## config.mk

```make
export PLATFORM = sky130hd
export DESIGN_NAME = spieb_core
export DESIGN_NICKNAME = d
export VERILOG_FILES = /design/src/core/spieb_core.v /design/src/core/spieb_brg.v
export VERILOG_INCLUDE_DIRS = /design/src /design/src/core
export SDC_FILE = /design/constraint.sdc
export NUM_CORES = 1
export LEC_CHECK = 0
export BUFFER_PORTS_ARGS = -buffer_cell sky130_fd_sc_hd__buf_2
export CAP_MARGIN = 20
export CORE_ASPECT_RATIO = 1.75
export CORE_UTILIZATION = 30
export CTS_BUF_LIST = sky130_fd_sc_hd__clkbuf_4
export CTS_CLUSTER_SIZE = 28
export DETAILED_ROUTE_END_ITERATION = 10
export SLEW_MARGIN = 20
export SYNTH_ARGS = -nofsm -noshare
export SYNTH_HDL_FRONTEND = slang
export SYNTH_SLANG_ARGS = --single-unit
```

## constraint.sdc

```tcl
create_clock -name i_clk_sys -period 2.86 [get_ports i_clk_sys]
set_input_delay 0.572 -clock i_clk_sys [delete_from_list [all_inputs] [get_ports i_clk_sys]]
set_output_delay 0.572 -clock i_clk_sys [all_outputs]
set_load 0.03 [all_outputs]
```

## src/core/spieb_map.vh

```
// spieb_map.vh: register offsets, field positions and reset values of the spi error/baud/mode block.
// assumes inclusion by bare name from every design file that needs these macros.
`ifndef SPIEB_MAP_VH
`define SPIEB_MAP_VH

// register file addresses
`define SPIEB_ADDR_DATA 12'hf60
`define SPIEB_ADDR_CTRL 12'hf61
`define SPIEB_ADDR_STAT 12'hf62
`define SPIEB_ADDR_MODE 12'hf63
`define SPIEB_ADDR_BRH 12'hf66
`define SPIEB_ADDR_BRL 12'hf67

// control register fields
`define SPIEB_CTRL_IRQE 7
`define SPIEB_CTRL_MSTR 1
`define SPIEB_CTRL_EN 0
`define SPIEB_CTRL_MASK 8'h83

// status register fields
`define SPIEB_STAT_IRQ 7
`define SPIEB_STAT_OVR 6
`define SPIEB_STAT_COL 5
`define SPIEB_STAT_BUSY 1
`define SPIEB_STAT_SSIN 0

// mode register fields
`define SPIEB_MODE_LEN_HI 4
`define SPIEB_MODE_LEN_LO 2
`define SPIEB_MODE_SELECT_PIN_DIRECTION 1
`define SPIEB_MODE_SSV 0
`define SPIEB_MODE_MASK 8'h1f

// reset values
`define SPIEB_RST_CTRL 8'h00
`define SPIEB_RST_MODE 8'h00
`define SPIEB_RST_BRG 16'h0000
`define SPIEB_RST_BYTE 8'h00

// bit count and minimum reload value
`define SPIEB_LEN_FULL 4'h8
`define SPIEB_MIN_RELOAD 16'h0002

`endif

```

## src/core/spieb_core.v

```verilog
// spieb_core.v: spi port with overrun/collision detection, interrupt flag, baud generator and mode register.
// assumes a register file port on i_clk_sys; serial pins are asynchronous and synchronised here.
`include "spieb_map.vh"

module spieb_core (
    input wire i_clk_sys,
    input wire i_rst_b,
    input wire i_ce,
    input wire [11:0] i_reg_addr,
    input wire [7:0] i_reg_wdata,
    input wire i_reg_wr,
    input wire i_reg_rd,
    output wire [7:0] o_reg_rdata,
    input wire i_sck,
    output wire o_sck,
    output wire o_sck_oe,
    input wire i_mosi,
    output wire o_mosi,
    output wire o_mosi_oe,
    input wire i_miso,
    output wire o_miso,
    output wire o_miso_oe,
    input wire i_ss_b,
    output wire o_ss_b,
    output wire o_ss_b_oe,
    output wire o_irq
);

    localparam ST_IDLE = 2'b00;
    localparam ST_MXFER = 2'b01;
    localparam ST_SXFER = 2'b10;

    // decode one register address
    function hit;
        input [11:0] addr;
        input [11:0] target;
        begin
            hit = (addr == target);
        end
    endfunction

    // length code to bit count, code zero is a full byte
    function [3:0] char_bits;
        input [2:0] code;
        begin
            if (code == 3'b000) begin
                char_bits = `SPIEB_LEN_FULL;
            end else begin
                char_bits = {1'b0, code};
            end
        end
    endfunction

    reg [7:0] ctrl_q;
    reg [7:0] mode_q;
    reg [7:0] brh_q;
    reg [7:0] brl_q;
    reg irq_q;
    reg ovr_q;
    reg col_q;
    reg [1:0] state_q;
    reg [1:0] state_d;
    reg [7:0] tx_q;
    reg [7:0] tx_d;
    reg [7:0] rx_q;
    reg [7:0] rx_d;
    reg [3:0] bits_q;
    reg [3:0] bits_d;
    reg sck_q;
    reg sck_d;
    reg [7:0] rdata_q;
    reg [7:0] rdata_d;

    // two-stage synchronisers for the pins
    reg [3:0] sync1_q;
    reg [3:0] sync2_q;
    reg sck_prev_q;
    reg ss_prev_q;

    wire en;
    wire mstr;
    wire irqe;
    wire select_pin_direction;
    wire select_pin_value;
    wire [2:0] len_code;
    wire [15:0] reload;
    wire sck_s;
    wire mosi_s;
    wire miso_s;
    wire ss_b_s;
    wire wr_data;
    wire wr_ctrl;
    wire wr_stat;
    wire wr_mode;
    wire wr_brh;
    wire wr_brl;
    wire busy;
    wire brg_tick;
    wire brg_run;
    wire brg_restart;
    wire start_m;
    wire fault;
    wire slave_sel;
    wire sck_rise;
    wire sck_fall;
    wire ss_rise;
    reg char_done;
    reg set_irq;
    wire [3:0] pins_raw;

    assign en = ctrl_q[`SPIEB_CTRL_EN];
    assign mstr = ctrl_q[`SPIEB_CTRL_MSTR];
    assign irqe = ctrl_q[`SPIEB_CTRL_IRQE];
    assign select_pin_direction = mode_q[`SPIEB_MODE_SELECT_PIN_DIRECTION];
    assign select_pin_value = mode_q[`SPIEB_MODE_SSV];
    assign len_code = mode_q[`SPIEB_MODE_LEN_HI:`SPIEB_MODE_LEN_LO];
    assign reload = {brh_q, brl_q};

    assign pins_raw = {i_ss_b, i_miso, i_mosi, i_sck};
    assign sck_s = sync2_q[0];
    assign mosi_s = sync2_q[1];
    assign miso_s = sync2_q[2];
    assign ss_b_s = sync2_q[3];

    always @(posedge i_clk_sys) begin
        if (!i_rst_b) begin
            // pin idle levels: select high, clock low, so no false edge after reset
            sync1_q <= 4'h8;
            sync2_q <= 4'h8;
            sck_prev_q <= 1'b0;
            ss_prev_q <= 1'b1;
        end else if (i_ce) begin
            sync1_q <= pins_raw;
            sync2_q <= sync1_q;
            sck_prev_q <= sck_s;
            ss_prev_q <= ss_b_s;
        end
    end

    assign sck_rise = sck_s & ~sck_prev_q;
    assign sck_fall = ~sck_s & sck_prev_q;
    assign ss_rise = ss_b_s & ~ss_prev_q;

    // write strobes
    assign wr_data = i_reg_wr & hit(i_reg_addr, `SPIEB_ADDR_DATA);
    assign wr_ctrl = i_reg_wr & hit(i_reg_addr, `SPIEB_ADDR_CTRL);
    assign wr_stat = i_reg_wr & hit(i_reg_addr, `SPIEB_ADDR_STAT);
    assign wr_mode = i_reg_wr & hit(i_reg_addr, `SPIEB_ADDR_MODE);
    assign wr_brh = i_reg_wr & hit(i_reg_addr, `SPIEB_ADDR_BRH);
    assign wr_brl = i_reg_wr & hit(i_reg_addr, `SPIEB_ADDR_BRL);

    assign busy = (state_q != ST_IDLE);
    assign slave_sel = en & ~mstr & ~ss_b_s;
    assign start_m = wr_data & en & mstr & ~busy & ~fault;
    // select pin driven active from outside while it is an input of an enabled master
    assign fault = en & mstr & ~select_pin_direction & ~ss_b_s;

    // baud generator: serial clock while master busy, free timer while disabled
    assign brg_run = (state_q == ST_MXFER) | ~en;
    assign brg_restart = start_m | wr_brh | wr_brl;

    spieb_brg u_brg (
        .i_clk_sys(i_clk_sys),
        .i_rst_b(i_rst_b),
        .i_ce(i_ce),
        .i_run(brg_run),
        .i_restart(brg_restart),
        .i_reload(reload),
        .o_tick(brg_tick)
    );

    // transfer sequencer
    always @* begin
        state_d = state_q;
        tx_d = tx_q;
        rx_d = rx_q;
        bits_d = bits_q;
        sck_d = sck_q;
        char_done = 1'b0;
        case (state_q)
            ST_IDLE: begin
                sck_d = 1'b0;
                if (start_m) begin
                    tx_d = i_reg_wdata;
                    bits_d = char_bits(len_code);
                    state_d = ST_MXFER;
                end else if (wr_data & ~busy) begin
                    tx_d = i_reg_wdata;
                end
                if (slave_sel) begin
                    state_d = ST_SXFER;
                end
            end
            ST_MXFER: begin
                if (!en || !mstr || fault) begin
                    sck_d = 1'b0;
                    state_d = ST_IDLE;
                end else if (brg_tick) begin
                    sck_d = ~sck_q;
                    if (!sck_q) begin
                        rx_d = {rx_q[6:0], miso_s};
                    end else begin
                        tx_d = {tx_q[6:0], 1'b0};
                        bits_d = bits_q - 4'h1;
                        if (bits_q == 4'h1) begin
                            char_done = 1'b1;
                            state_d = ST_IDLE;
                        end
                    end
                end
            end
            ST_SXFER: begin
                if (sck_rise) begin
                    rx_d = {rx_q[6:0], mosi_s};
                end
                if (sck_fall) begin
                    tx_d = {tx_q[6:0], 1'b0};
                end
                if (!en || mstr || ss_rise) begin
                    state_d = ST_IDLE;
                end
            end
            default: begin
                state_d = ST_IDLE;
                sck_d = 1'b0;
            end
        endcase
    end

    always @(posedge i_clk_sys) begin
        if (!i_rst_b) begin
            state_q <= ST_IDLE;
            tx_q <= `SPIEB_RST_BYTE;
            rx_q <= `SPIEB_RST_BYTE;
            bits_q <= 4'h0;
            sck_q <= 1'b0;
        end else if (i_ce) begin
            state_q <= state_d;
            tx_q <= tx_d;
            rx_q <= rx_d;
            bits_q <= bits_d;
            sck_q <= sck_d;
        end
    end

    // interrupt sources
    always @* begin
        set_irq = 1'b0;
        if (irqe) begin
            if (char_done) begin
                set_irq = 1'b1;
            end
            if ((state_q == ST_SXFER) && ss_rise && en && !mstr) begin
                set_irq = 1'b1;
            end
            if (!en && brg_tick) begin
                set_irq = 1'b1;
            end
        end
    end

    // sticky flags: a set in the clearing cycle wins
    always @(posedge i_clk_sys) begin
        if (!i_rst_b) begin
            irq_q <= 1'b0;
            ovr_q <= 1'b0;
            col_q <= 1'b0;
        end else if (i_ce) begin
            if (set_irq) begin
                irq_q <= 1'b1;
            end else if (wr_stat && i_reg_wdata[`SPIEB_STAT_IRQ]) begin
                irq_q <= 1'b0;
            end
            if (wr_data && busy) begin
                ovr_q <= 1'b1;
            end else if (wr_stat && i_reg_wdata[`SPIEB_STAT_OVR]) begin
                ovr_q <= 1'b0;
            end
            if (fault) begin
                col_q <= 1'b1;
            end else if (wr_stat && i_reg_wdata[`SPIEB_STAT_COL]) begin
                col_q <= 1'b0;
            end
        end
    end

    // configuration registers
    always @(posedge i_clk_sys) begin
        if (!i_rst_b) begin
            ctrl_q <= `SPIEB_RST_CTRL;
            mode_q <= `SPIEB_RST_MODE;
            brh_q <= `SPIEB_RST_BYTE;
            brl_q <= `SPIEB_RST_BYTE;
        end else if (i_ce) begin
            if (wr_ctrl) begin
                ctrl_q <= i_reg_wdata & `SPIEB_CTRL_MASK;
            end
            if (wr_mode) begin
                mode_q <= i_reg_wdata & `SPIEB_MODE_MASK;
            end
            if (wr_brh) begin
                brh_q <= i_reg_wdata;
            end
            if (wr_brl) begin
                brl_q <= i_reg_wdata;
            end
        end
    end

    // registered read data, zero for unmapped addresses
    always @* begin
        rdata_d = 8'h00;
        if (hit(i_reg_addr, `SPIEB_ADDR_DATA)) begin
            rdata_d = rx_q;
        end else if (hit(i_reg_addr, `SPIEB_ADDR_CTRL)) begin
            rdata_d = ctrl_q;
        end else if (hit(i_reg_addr, `SPIEB_ADDR_STAT)) begin
            rdata_d[`SPIEB_STAT_IRQ] = irq_q;
            rdata_d[`SPIEB_STAT_OVR] = ovr_q;
            rdata_d[`SPIEB_STAT_COL] = col_q;
            rdata_d[`SPIEB_STAT_BUSY] = busy;
            rdata_d[`SPIEB_STAT_SSIN] = ss_b_s;
        end else if (hit(i_reg_addr, `SPIEB_ADDR_MODE)) begin
            rdata_d = mode_q & `SPIEB_MODE_MASK;
        end else if (hit(i_reg_addr, `SPIEB_ADDR_BRH)) begin
            rdata_d = brh_q;
        end else if (hit(i_reg_addr, `SPIEB_ADDR_BRL)) begin
            rdata_d = brl_q;
        end
    end

    always @(posedge i_clk_sys) begin
        if (!i_rst_b) begin
            rdata_q <= 8'h00;
        end else if (i_ce && i_reg_rd) begin
            rdata_q <= rdata_d;
        end
    end

    assign o_reg_rdata = rdata_q;
    assign o_irq = irq_q;

    // pin drivers
    assign o_sck = sck_q;
    assign o_sck_oe = en & mstr;
    assign o_mosi = tx_q[7];
    assign o_mosi_oe = en & mstr;
    assign o_miso = tx_q[7];
    assign o_miso_oe = slave_sel;
    assign o_ss_b = select_pin_value;
    assign o_ss_b_oe = en & mstr & select_pin_direction;

endmodule // spieb_core

```

## src/core/spieb_brg.v

```verilog
// spieb_brg.v: 16-bit down-counting reload generator, one tick per reload period.
// assumes the reload value is stable while running; restart reloads the counter.
`include "spieb_map.vh"

module spieb_brg (
    input wire i_clk_sys,
    input wire i_rst_b,
    input wire i_ce,
    input wire i_run,
    input wire i_restart,
    input wire [15:0] i_reload,
    output wire o_tick
);

    reg [15:0] cnt_q;
    reg [15:0] cnt_d;
    wire at_end;

    // reload of zero gives a full 65536-cycle period
    assign at_end = (cnt_q == 16'h0001);
    assign o_tick = i_run & at_end & ~i_restart;

    always @* begin
        cnt_d = cnt_q;
        if (i_restart) begin
            cnt_d = i_reload;
        end else if (i_run) begin
            if (at_end) begin
                cnt_d = i_reload;
            end else begin
                cnt_d = cnt_q - 16'h0001;
            end
        end
    end

    always @(posedge i_clk_sys) begin
        if (!i_rst_b) begin
            cnt_q <= `SPIEB_RST_BRG;
        end else if (i_ce) begin
            cnt_q <= cnt_d;
        end
    end

endmodule // spieb_brg

```

# --- After elaboration in Yosys (flattened, before gate mapping) ---
# Cells that the tools add are included.
totals:
  ff_bits: 84
  in_bits: 29
  out_inout_bits: 17
  elab_cells: 173
op_classes:
  add_sub_neg: 2
  n_eq_ne: 23
  mux: 55
  bitwise: 37
  n_reduce_logical: 38
op_table:
  columns: ["op", "n"]
  rows:
  - ["$mux 8", 15]
  - ["$eq 12x12->1 const B", 6]
  - ["$mux 16", 3]
  - ["$pmux 8 s3", 1]
  - ["$and 1x1->1", 22]
  - ["$mux 4", 5]
  - ["$reduce_and 6->1", 3]
  - ["$mux 1", 17]
  - ["$eq 16x1->1 const B", 1]
  - ["$mux 2", 8]
  - ["$ne 2x2->1 const B", 8]
  - ["$pmux 8 s2", 1]
  - ["$reduce_and 2->1", 8]
  - ["$sub 16x1->16 const B", 1]
  - ["$reduce_bool 2->1", 7]
  - ["$not 1->1", 12]
  - ["$logic_and 1x1->1", 9]
  - ["$pmux 4 s2", 1]
  - ["$reduce_and 7->1", 1]
  - ["$mux 3", 2]
  - ["$ne 3x2->1 const B", 2]
  - ["$ne 3x3->1 const B", 2]
  - ["$pmux 2 s3", 1]
  - ["$eq 4x1->1 const B", 1]
  - ["other kinds (12)", 18]

# --- Logic depth before layout (Yosys ltp) ---
# Gate-level depths: netlist (run 1).
depth:
  ltp_word: 19
  depth_mapped: 9
  depth_no_buf: 7

# --- By module ---
# A second synthesis (run 1) with hierarchy kept.
hier_totals:
  cells_unflattened: 523
  area_unflattened_um2: 4576.9
by_module_without_submodules:
  columns: ["module", "instances", "cells_per_inst", "area_per_inst_um2", "seq_area_each_um2"]
  rows:
  - ["spieb_core", 1, 379, 3453.3, 1361.3]
  - ["spieb_brg", 1, 144, 1123.6, 320.3]

# --- Least setup slack after synthesis (run 1) ---
# No wires, ideal clock.
synth_path:
  path_kind: "register to register"
  start: "reg ctrl_q[0]"
  end: "reg state_q[1]"
  setup_ps: 124
  arrival_time_ps: 2156
  required_time_ps: 2736
  slack_ps: 580
  path_stages_with_launch: 7
  path_buffers: 1
  synth_period_minus_slack_ps: 2280
  cell_sequence: "dfxtp_1 > buf_2 > nor3b_1 > nor2_1 > a211oi_1 > o21ai_0 > mux2i_1"
synth_via:
  elab_cells_between_ends: 31
  classes_between: "5 x eq/ne; 3 x mux; 17 x bitwise; 6 x reduce/logical"
synth_rtl:
  columns: ["element", "line", "text"]
  rows:
  - ["start: declaration", "spieb_core.v:54", "reg [7:0] ctrl_q;"]
  - ["start signal: assignment", "spieb_core.v:290", "ctrl_q <= `SPIEB_RST_CTRL;"]
  - ["start signal: assignment", "spieb_core.v:296", "ctrl_q <= i_reg_wdata & `SPIEB_CTRL_MASK;"]
  - ["$and 1x1->1 * (2 in series)", "spieb_core.v:153", "assign slave_sel = en & ~mstr & ~ss_b_s;"]
  - ["via o_miso_oe", "spieb_core.v:22", "output wire o_miso_oe,"]
  - ["$ne 3x3->1 (no line) / $mux 2 (equally long branches)", null, null]
  - ["$reduce_and 6->1 (no line) / $pmux 2 s3 (equally long branches)", null, null]
  - ["end signal: assignment", "spieb_core.v:238", "state_q <= state_d;"]
  - ["end: declaration", "spieb_core.v:61", "reg [1:0] state_q;"]
# Mark *: on every way through the listed nets, which the timed path passes. The rest lies on a longest branch.
# A chain may end at the register's enable or synchronous reset.

# --- Final worst setup path (run 1) ---
layout_path:
  start: "reg state_q[0]"
  end: "reg rx_q[6]"
layout_via:
  elab_chain_len: 10
  elab_cells_between_ends: 19
  classes_between: "6 x eq/ne; 1 x mux; 9 x bitwise; 3 x reduce/logical"
layout_rtl:
  columns: ["element", "line", "text"]
  rows:
  - ["$reduce_bool 2->1", "spieb_core.v:152", "assign busy = (state_q != ST_IDLE);"]
  - ["$not 1->1", "spieb_core.v:154", "assign start_m = wr_data & en & mstr & ~busy & ~fault;"]
  - ["$and 1x1->1 (2 in series)", "spieb_core.v:154", null]
  - ["$or 1x1->1 (2 in series)", "spieb_core.v:160", "assign brg_restart = start_m | wr_brh | wr_brl;"]
  - ["$not 1->1", "spieb_brg.v:21", "assign o_tick = i_run & at_end & ~i_restart;"]
  - ["$and 1x1->1", "spieb_brg.v:21", null]
  - ["$ne 2x2->1 (no line)", null, null]
  - ["$reduce_and 6->1 (no line)", null, null]
  - ["end signal: assignment", "spieb_core.v:234", "rx_q <= `SPIEB_RST_BYTE;"]
  - ["end signal: assignment", "spieb_core.v:240", "rx_q <= rx_d;"]
  - ["end: declaration", "spieb_core.v:65", "reg [7:0] rx_q;"]
# Several ways; a longest one is shown, not always the timed one.

==> results of run 1 <==
[final cells by class]
cell class / count / area (um^2)
inverter: 21 / 78.8
multi-input combinational: 427 / 2900
sequential: 84 / 1680
timing repair buffer: 66 / 383
clock buffer: 10 / 75.1
tap: 189 / 236
fill: 1703 / 10400
antenna: 1 / 2.50
clock inverter: 6 / 73.8
[cells by family (layout without fill, tap and decap cells)]
family,count (synthesis),in the layout,synth area share
AOI/OAI and AO/OA,146,146,0.224
buffers and inverters,58,103,0.0565
DFF,84,84,0.347
other,0,1,0
xor gates and xnor gates,1,1,0.00181
muxes,50,50,0.106
and+or+nand+nor,222,222,0.245
adders and majority gates,8,8,0.0206
[synth_stat cells, types with 7 or more instances]
library cell / instances
inv_1: 20
a21oi_1: 28
mux2_2: 11
nor3_1: 10
or4_1: 8
nor4_1: 8
o221ai_1: 7
clkbuf_1: 17
o211ai_1: 9
dfxtp_1: 84
mux2i_1: 39
o21ai_0: 20
nor2_1: 40
a211oi_1: 16
nand4_1: 13
nand3_1: 17
ha_1: 8
nand2_1: 74
a31oi_1: 7
[routing by layer]
| layer | part of all wire | global-route usage |
|---|---|---|
| met4 | 0.072 | 0.155 |
| met3 | 0.053 | 0.0361 |
| met1 | 0.36 | 0.201 |
| met5 | 0 | 0 |
| met2 | 0.51 | 0.354 |
[worst min path at each step]
| stage | slack, ns | endpoint | startpoint | cells after the start |
|---|---|---|---|---|
| 3_3_place_gp | 0.44 | tx_q[6] | tx_q[6] | 2 |
| 5_1_grt | 0.31 | sync1_q[3] | i_ss_b | 3 |
| 6_report | 0.32 | sync1_q[3] | i_ss_b | 3 |
| 2_1_floorplan | 0.43 | tx_q[1] | tx_q[1] | 2 |
| 4_1_cts | 0.30 | sync1_q[3] | i_ss_b | 3 |
| 3_5_place_dp | 0.45 | o_reg_rdata[7] | o_reg_rdata[7] | 2 |
[worst max-delay path: cells and delay by family, from the launching register on]
family	cells	cell delay, ns
buffers and inverters	1	0.08
adders and majority gates	1	0.23
muxes	1	0.27
AOI/OAI and AO/OA	4	1.40
DFF	1	0.42
[through the flow]
stage	cell area, um^2	hold WS (ns)
after floorplan	4850	0.430
after global placement	5280	0.442
after detailed placement	5280	0.445
after CTS	5420	0.298
after global routing	5430	0.308
final	5430	0.317
[registers in the layout, indices dropped and copies added (netlist names), 2 cells and up]
name / cells
bits_q: 4
brh_q: 8
brl_q: 8
ctrl_q: 3
mode_q: 5
o_reg_rdata: 8
rx_q: 8
state_q: 2
sync1_q: 4
sync2_q: 4
tx_q: 8
u_brg.cnt_q: 16
[placed cells by master, fill, tap and decap left out, drive strengths merged, types with 7 or more instances in the layout]
master  instances
dfxtp          84
nand2          74
buf            66
nor2           40
mux2i          39
a21oi          29
inv            21
o21ai          20
nand3          17
a211oi         16
nand4          15
nor3           15
mux2           11
clkbuf         10
o211ai          9
nor4            9
or4             8
ha              8
a31oi           8
o221ai          7
[report_power, final]
group          total (uW)  internal (uW)  switching [uW]
clock                 745            285             460
sequential           1380           1260             123
combinational         950            361             588
total                3080           1900            1170
==> run_results.csv, run 1 <==
group,metric,value,unit
route,num_vias,4746,
route,avgViaCountPerCell,5.90,
logic_synthesis,yosysTopAreaCell,"dfxtp_1",
clock_tree,h-tree-depth,3,
logic_synthesis,synthFlopType,"dfxtp_1",
layout,area_growth,11.9,%
route,route.antenna.remaining_nets,0,
timing,worstMarginPinSlew,0.651,ns
placed_design,pre_cts_slack,0.254,ns
floorplan,io_pins,46,
route,drt_wl_total,16.0,mm
route,wire_per_inst,19.9,um
timing,finalClockSkew,0.0288,ns
clock_tree,cts_buffers,9,
floorplan,die_w,98.1,um
worst_setup_path,worstReg2RegEnd,"rx_q[6]",
logic_synthesis,syn-num-nets,606,
placed_design,routabilityCongestion,1.06,
timing,final_hold_viol_count,0,
global_route,grt_overflow_total,0,
logic_synthesis,ys_ff_latch,84,
layout,fin_util,0.342,
floorplan,core,15900,um^2
timing,rsz0062_at_grt,"no",
worst_setup_path,reg2reg_depth,7,
logic_synthesis,yosys_warnings,0,
timing,report.final.slew_viol_count,0,
route,drc,2,
power,p_leak,0.00201,uW
timing,setup_viol,0,
logic_synthesis,synthArstFlopShare,0,
timing,fmax,0.403,GHz
outcome,status,"finished with violations",
logic_synthesis,netlist_instances,569,
clock_tree,tritoncts,"built",
logic_synthesis,ys_types,79,
worst_setup_path,crit_type,"register to register",
floorplan,row_count,61,
placed_design,io_buffer_count,45,
power,peakVddDrop,288,uV
global_route,grt_pass1_wl,25.2,mm
hold_path,hp-class,"input pin to register",
outcome,violations,"design-rule violations",
logic_synthesis,synth_edf_count,0,
placed_design,hpwl,12.3,mm
logic_synthesis,syn_area_per_cell,8.53,um^2
timing,relSlewSlack,0.566,
power,power_density,567,nW/um^2
worst_setup_path,r2r-start,"state_q[0]",
clock_tree,post_cts_buffers,0,
global_route,antenna_found_initial,1,
clock_tree,cts_resized,0,
power,power,3080,uW
worst_setup_path,start_kind,"register",
worst_setup_path,cp.required,3.23,ns
timing,setup_ws,0.377,ns
global_route,grtUsageTotal,0.198,
worst_setup_path,slowest_stage,"a21oi_4",
worst_setup_path,endpoint_kind,"register",
worst_setup_path,cp_cell_sequence,"inv_1, ha_1, o2111a_1, a31oi_2, o2111ai_2, a21oi_4, mux2i_1",
timing,finalCriticalPeriod,2.48,ns
worst_setup_path,r2r_slack,0.38,ns
clock_tree,postCtsHoldBufs,0,
layout,stdcell_count,804,
clock_tree,path_clk_slew,0.13,ns
worst_setup_path,crit_fanout,11,
logic_synthesis,syn-cell-area,4850,um^2
clock_tree,clk_path_buf_depth,2,
worst_setup_path,setup.worst_path.end,"rx_q[6]",
global_route,grt_max_degree,55,
timing,setup_tns,0,ns
timing,fin_crit_sh,0.868,
worst_setup_path,cp.arrival,2.86,ns
clock_tree,cts.sinks,84,
layout,fin_nets,646,
floorplan,initial_core_util,0.306,
flow_run,maxCapViolCount,0,
clock_tree,ctsRootBufferMaster,"clkbuf_4",
route,drt-pass1-iter-count,9,
logic_synthesis,seq_area_frac_synth,0.347,
worst_setup_path,crit_path_start,"state_q[0]",
global_route,first_global_vias,4612,
worst_setup_path,cpPeakStageDelay,0.49,ns
clock_tree,clk_latency,0.47,ns
logic_synthesis,synth_area_leaders,"dfxtp_1 35%, mux2i_1 8.0%, nand2_1 5.7%",
route,drtIter0Drc,373,
placed_design,placed_cells,787,
layout,drive_gt1_frac,0.182,
floorplan,die_area,16700,um^2
logic_synthesis,synth_top_cell_area_share,0.347,
floorplan,die_y,170,um
(Power assumes the default switching activity.)
==> run 2, diff against run 1 <==
Settings changed: REMOVE_ABC_BUFFERS from default to 1.
==> run 2 against run 1 <==
Compared with the run above: final cell count is 0.75% lower; core utilization is 0.24 points lower; the flow still finishes with violations (design-rule violations); cell area is 0.71% lower; sequential share of layout area is 0.22 points higher; critical path type unchanged; first-iteration DRC count is 5.9% lower; clock skew is 0.0098 ns lower; highest routed layer unchanged; die area stayed put; sequential cell count stayed put; worst hold slack worse by 0.0031 ns; clock power is 0.5% higher.
==> run_results.csv, run 2 (same netlist as run 1, synthesis figures left out) <==
group,metric,value,unit
layout,fin_util,0.339,
placed_design,routabilityCongestion,0.954,
timing,relSlewSlack,0.511,
floorplan,initial_core_util,0.306,
floorplan,die_w,98.1,um
route,route.antenna.remaining_nets,0,
layout,regMostFlops,"u_brg.cnt_q",
timing,finalClockSkew,0.0191,ns
route,drtIter0Drc,351,
timing,fin_crit_sh,0.875,
worst_setup_path,endpoint_kind,"register",
worst_setup_path,crit_type,"register to register",
clock_tree,cts_resized,0,
timing,final_hold_viol_count,0,
worst_setup_path,r2r_slack,0.36,ns
timing,fmax,0.400,GHz
global_route,antenna_found_initial,1,
clock_tree,h-tree-depth,3,
layout,fin_nets,640,
floorplan,row_count,61,
route,drc,3,
floorplan,core,15900,um^2
layout,mostFrequentLayoutCells,"84 x dfxtp_1, 74 x nand2_1, 45 x buf_2, 40 x nor2_1, 39 x mux2i_1",
global_route,first_global_vias,4710,
clock_tree,clk_path_buf_depth,2,
clock_tree,tritoncts,"built",
global_route,grtUsageTotal,0.198,
layout,layout_commonest_cell,"dfxtp_1",
power,p_seq_frac,0.455,
power,power.share.switching,0.382,
clock_tree,ctsRootBufferMaster,"clkbuf_4",
timing,setup_tns,0,ns
worst_setup_path,start_kind,"register",
route,num_vias,4699,
clock_tree,clk_latency,0.47,ns
power,power,3040,uW
outcome,violations,"design-rule violations",
worst_setup_path,crit_fanout,11,
hold_path,hp-class,"input pin to register",
placed_design,hpwl,12.2,mm
timing,setup_viol,0,
clock_tree,post_cts_buffers,0,
clock_tree,cts.sinks,84,
layout,nFillCells,1661,
worst_setup_path,cp.arrival,2.91,ns
power,power_density,565,nW/um^2
layout,largest_register_ffs,16,
route,wire_per_inst,20.3,um
floorplan,die_area,16700,um^2
clock_tree,postCtsHoldBufs,0,
floorplan,io_pins,46,
timing,report.final.slew_viol_count,0,
power,peakVddDrop,208,uV
power,pwr-share-comb,0.299,
power,internal-power,1880,uW
power,power.switching,1160,uW
route,avgViaCountPerCell,5.89,
global_route,grt_pass1_wl,25.3,mm
worst_setup_path,cp.required,3.26,ns
layout,multiInputGateArea,2900,um^2
clock_tree,path_clk_slew,0.15,ns
timing,worstMarginPinSlew,0.734,ns
power,p_leak,0.00198,uW
layout,drive_gt1_frac,0.174,
timing,finalCriticalPeriod,2.50,ns
layout,area_growth,11.1,%
route,drt-pass1-iter-count,8,
floorplan,die_y,170,um
timing,rsz0062_at_grt,"no",
global_route,grt_max_degree,55,
power,clock_power_share,0.246,
layout,register_area,1680,um^2
clock_tree,cts_buffers,9,
global_route,grt_overflow_total,0,
placed_design,io_buffer_count,45,
outcome,status,"finished with violations",
route,drt_wl_total,16.2,mm
flow_run,maxCapViolCount,0,
run 2: stage by stage:
stage / area (um^2) / setup WS, ns / instances / hold WS (ns)
global placement: 5240 / 0.350 / 781 / 0.442
floorplan: 4660 / 0.293 / 532 / 0.430
CTS: 5390 / 0.381 / 797 / 0.315
finish: 5390 / 0.358 / 798 / 0.314
detailed placement: 5240 / 0.275 / 781 / 0.447
global route: 5390 / 0.248 / 798 / 0.323
run 2: power groups by stage:
stage,Combinational (uW),Sequential [uW],Clock [uW]
after floorplan,611,1380,0
after global placement,860,1400,0
after detailed placement,884,1410,0
after CTS,889,1380,760
after global routing,1000,1400,797
final,910,1380,749
run 2: final cells by class:
class | count | area share
Inverter | 21 | 0.0146
Timing Repair Buffer | 60 | 0.0650
Tap cell | 189 | 0.0439
Antenna cell | 1 | 0.000464
Clock buffer | 9 | 0.0125
Clock inverter | 7 | 0.0139
Sequential cell | 84 | 0.312
Multi-Input combinational cell | 427 | 0.537
run 2: per-layer routing:
layer / up-vias / share of wire / track usage
li1: 2216 / - / -
met1: 2218 / 0.36 / 0.201
met2: 194 / 0.51 / 0.355
met3: 71 / 0.049 / 0.0292
met4: 0 / 0.077 / 0.163
met5: - / 0 / 0
run 2: path summary, 6_finish.rpt:
kind               from  cells past startpoint    endpoint
min              i_ss_b                      3  sync1_q[3]
max          state_q[0]                      7     rx_q[3]
min reg2reg     tx_q[1]                      2     tx_q[1]
max reg2reg  state_q[0]                      7     rx_q[3]
run 2: critical path: stages, from the launching register on:
cell and delay (ns):
dfxtp_1 0.42, inv_1 0.08, ha_1 0.23, o2111a_1 0.20
a31oi_2 0.33, o2111ai_2 0.42, a21oi_4 0.51, mux2i_1 0.24
==> run 3, diff against run 2 <==
Settings changed: BUFFER_PORTS_ARGS -buffer_cell sky130_fd_sc_hd__buf_2 to default, DONT_BUFFER_PORTS from default to 1.
==> run 3 against run 2 <==
Compared with the run above: the run still ends with design-rule violations left; sequential power is essentially flat; die area is the same; final cell count fell by 6.1%; non-clock buffer count shrank 49; core utilization is 1.6 points lower; sequential cell count unchanged; sequential share of layout area up 1.5 points; fmax rose by 4.9%; via count shrank 4.0%; critical endpoint is now bits_q[1]; largest power group unchanged; highest routed layer unchanged.
==> run_results.csv, run 3 (same netlist as run 1, synthesis figures left out) <==
group,metric,value,unit
route,route.antenna.remaining_nets,0,
floorplan,io_pins,46,
worst_setup_path,r2r_slack,0.47,ns
layout,largest_register_ffs,16,
power,p_leak,0.00177,uW
placed_design,io_buffer_count,0,
floorplan,die_w,98.1,um
global_route,grt_pass1_wl,24.7,mm
clock_tree,ctsRootBufferMaster,"clkbuf_4",
clock_tree,tritoncts,"built",
clock_tree,clk_latency,0.46,ns
hold_path,min_to,"ss_prev_q",
floorplan,die_y,170,um
power,power_density,587,nW/um^2
floorplan,row_count,61,
worst_setup_path,slowest_stage,"or3_1",
timing,fin_crit_sh,0.834,
clock_tree,path_clk_slew,0.15,ns
timing,rsz0062_at_grt,"no",
clock_tree,cts_buffers,9,
timing,finalClockSkew,0.0242,ns
route,wire_per_inst,21.6,um
clock_tree,cts_resized,0,
power,pwr-share-comb,0.282,
route,num_vias,4513,
route,drc,2,
layout,drive_gt1_frac,0.102,
global_route,antenna_found_initial,1,
flow_run,maxCapViolCount,0,
timing,relSlewSlack,0.557,
worst_setup_path,cp.arrival,2.78,ns
floorplan,initial_core_util,0.306,
power,power.switching,1140,uW
route,drt-pass1-iter-count,8,
worst_setup_path,crit_type,"register to register",
route,avgViaCountPerCell,6.03,
timing,setup_tns,0,ns
layout,mostFrequentLayoutCells,"84 x dfxtp_1, 74 x nand2_1, 40 x nor2_1, 39 x mux2i_1, 28 x a21oi_1",
placed_design,dpl_cell_area,4970,um^2
placed_design,routabilityCongestion,0.998,
layout,fin_nets,591,
worst_setup_path,path_buf_inv,1,
power,clock_power_share,0.256,
worst_setup_path,crit_fanout,12,
hold_path,hp-class,"input pin to register",
global_route,grtUsageTotal,0.196,
hold_path,min_delay_path_depth,1,
clock_tree,cts.sinks,84,
worst_setup_path,critPathTopFamily,"compound AO/OA/AOI/OAI gates",
worst_setup_path,start_kind,"register",
clock_tree,clk_path_buf_depth,2,
layout,design_area,5140,um^2
floorplan,core,15900,um^2
worst_setup_path,reg2reg_depth,7,
power,power.share.switching,0.377,
outcome,violations,"design-rule violations",
worst_setup_path,cp_cell_sequence,"inv_1, ha_1, o2111ai_1, or3_1, a2111oi_2, o221ai_1, a21oi_1",
power,internal-power,1880,uW
power,p_seq_frac,0.462,
global_route,first_global_vias,4468,
power,peakVddDrop,186,uV
global_route,grt_max_degree,55,
timing,final_hold_viol_count,0,
worst_setup_path,r2r-start,"state_q[1]",
route,drt_wl_total,16.2,mm
floorplan,die_area,16700,um^2
timing,worstMarginPinSlew,0.665,ns
hold_path,worstHoldStart,"i_rst_b",
timing,finalCriticalPeriod,2.39,ns
layout,layout_commonest_cell,"dfxtp_1",
clock_tree,h-tree-depth,3,
placed_design,hpwl,12.3,mm
timing,fmax,0.419,GHz
worst_setup_path,worstReg2RegEnd,"bits_q[1]",
worst_setup_path,endpoint_kind,"register",
layout,regMostFlops,"u_brg.cnt_q",
layout,area_growth,5.88,%
timing,setup_viol,0,
route,drtIter0Drc,302,
timing,report.final.slew_viol_count,0,
clock_tree,post_cts_buffers,0,
outcome,status,"finished with violations",
worst_setup_path,cp.required,3.25,ns
worst_setup_path,cpPeakStageDelay,0.51,ns
global_route,grt_overflow_total,0,
layout,fin_util,0.324,
clock_tree,postCtsHoldBufs,0,
-- run 3: routing by layer --
layer	GRT usage	part of all wire	vias up	routed length, um
li1	-	-	2128	-
met1	0.183	0.35	2120	5580
met2	0.359	0.51	190	8270
met3	0.0398	0.056	75	899
met4	0.173	0.087	0	1410
met5	0	0	-	0
-- run 3: final cells by class --
| class | instances | area (um^2) |
|---|---|---|
| flip-flops and latches | 84 | 1680 |
| fillers | 1694 | 10700 |
| clock inverters | 7 | 91.3 |
| inverters | 21 | 78.8 |
| diodes | 1 | 2.50 |
| clock buffers | 9 | 67.6 |
| repair buffers | 11 | 82.6 |
| well taps | 189 | 236 |
| multi-input cells | 427 | 2900 |
-- run 3: worst max-delay path by stage --
stage	startpoint	endpoint	cells past startpoint
final	state_q[1]	bits_q[1]	7
after detailed placement	i_reg_addr[7]	brh_q[5]	5
after global routing	state_q[1]	bits_q[1]	7
after CTS	state_q[0]	rx_q[0]	7
after floorplan	state_q[0]	u_brg.cnt_q[11]	7
after global placement	i_reg_addr[7]	brh_q[6]	5
-- run 3: worst reg2reg max path: stages (launching register included) --
cell	delay [ns]
dfxtp_1	0.37
inv_1	0.09
ha_1	0.40
o2111ai_1	0.34
or3_1	0.51
a2111oi_2	0.28
o221ai_1	0.19
a21oi_1	0.16
-- run 3: stage by stage --
stage / total power, uW / instances / worst slack (ns) / hold slack, ns
after floorplan: 1990 / 532 / 0.293 / 0.430
after global placement: 2230 / 732 / 0.469 / 0.440
after detailed placement: 2250 / 732 / 0.440 / 0.449
after CTS: 3020 / 748 / 0.478 / 0.166
after global routing: 3150 / 749 / 0.266 / 0.159
final: 3010 / 749 / 0.475 / 0.194
-- run 3: power groups by stage --
stage / sequential, uW / combinational (uW) / clock [uW]
CTS: 1390 / 839 / 791
global route: 1410 / 908 / 834
finish: 1390 / 851 / 772
global placement: 1410 / 824 / 0
floorplan: 1380 / 611 / 0
detailed placement: 1410 / 835 / 0
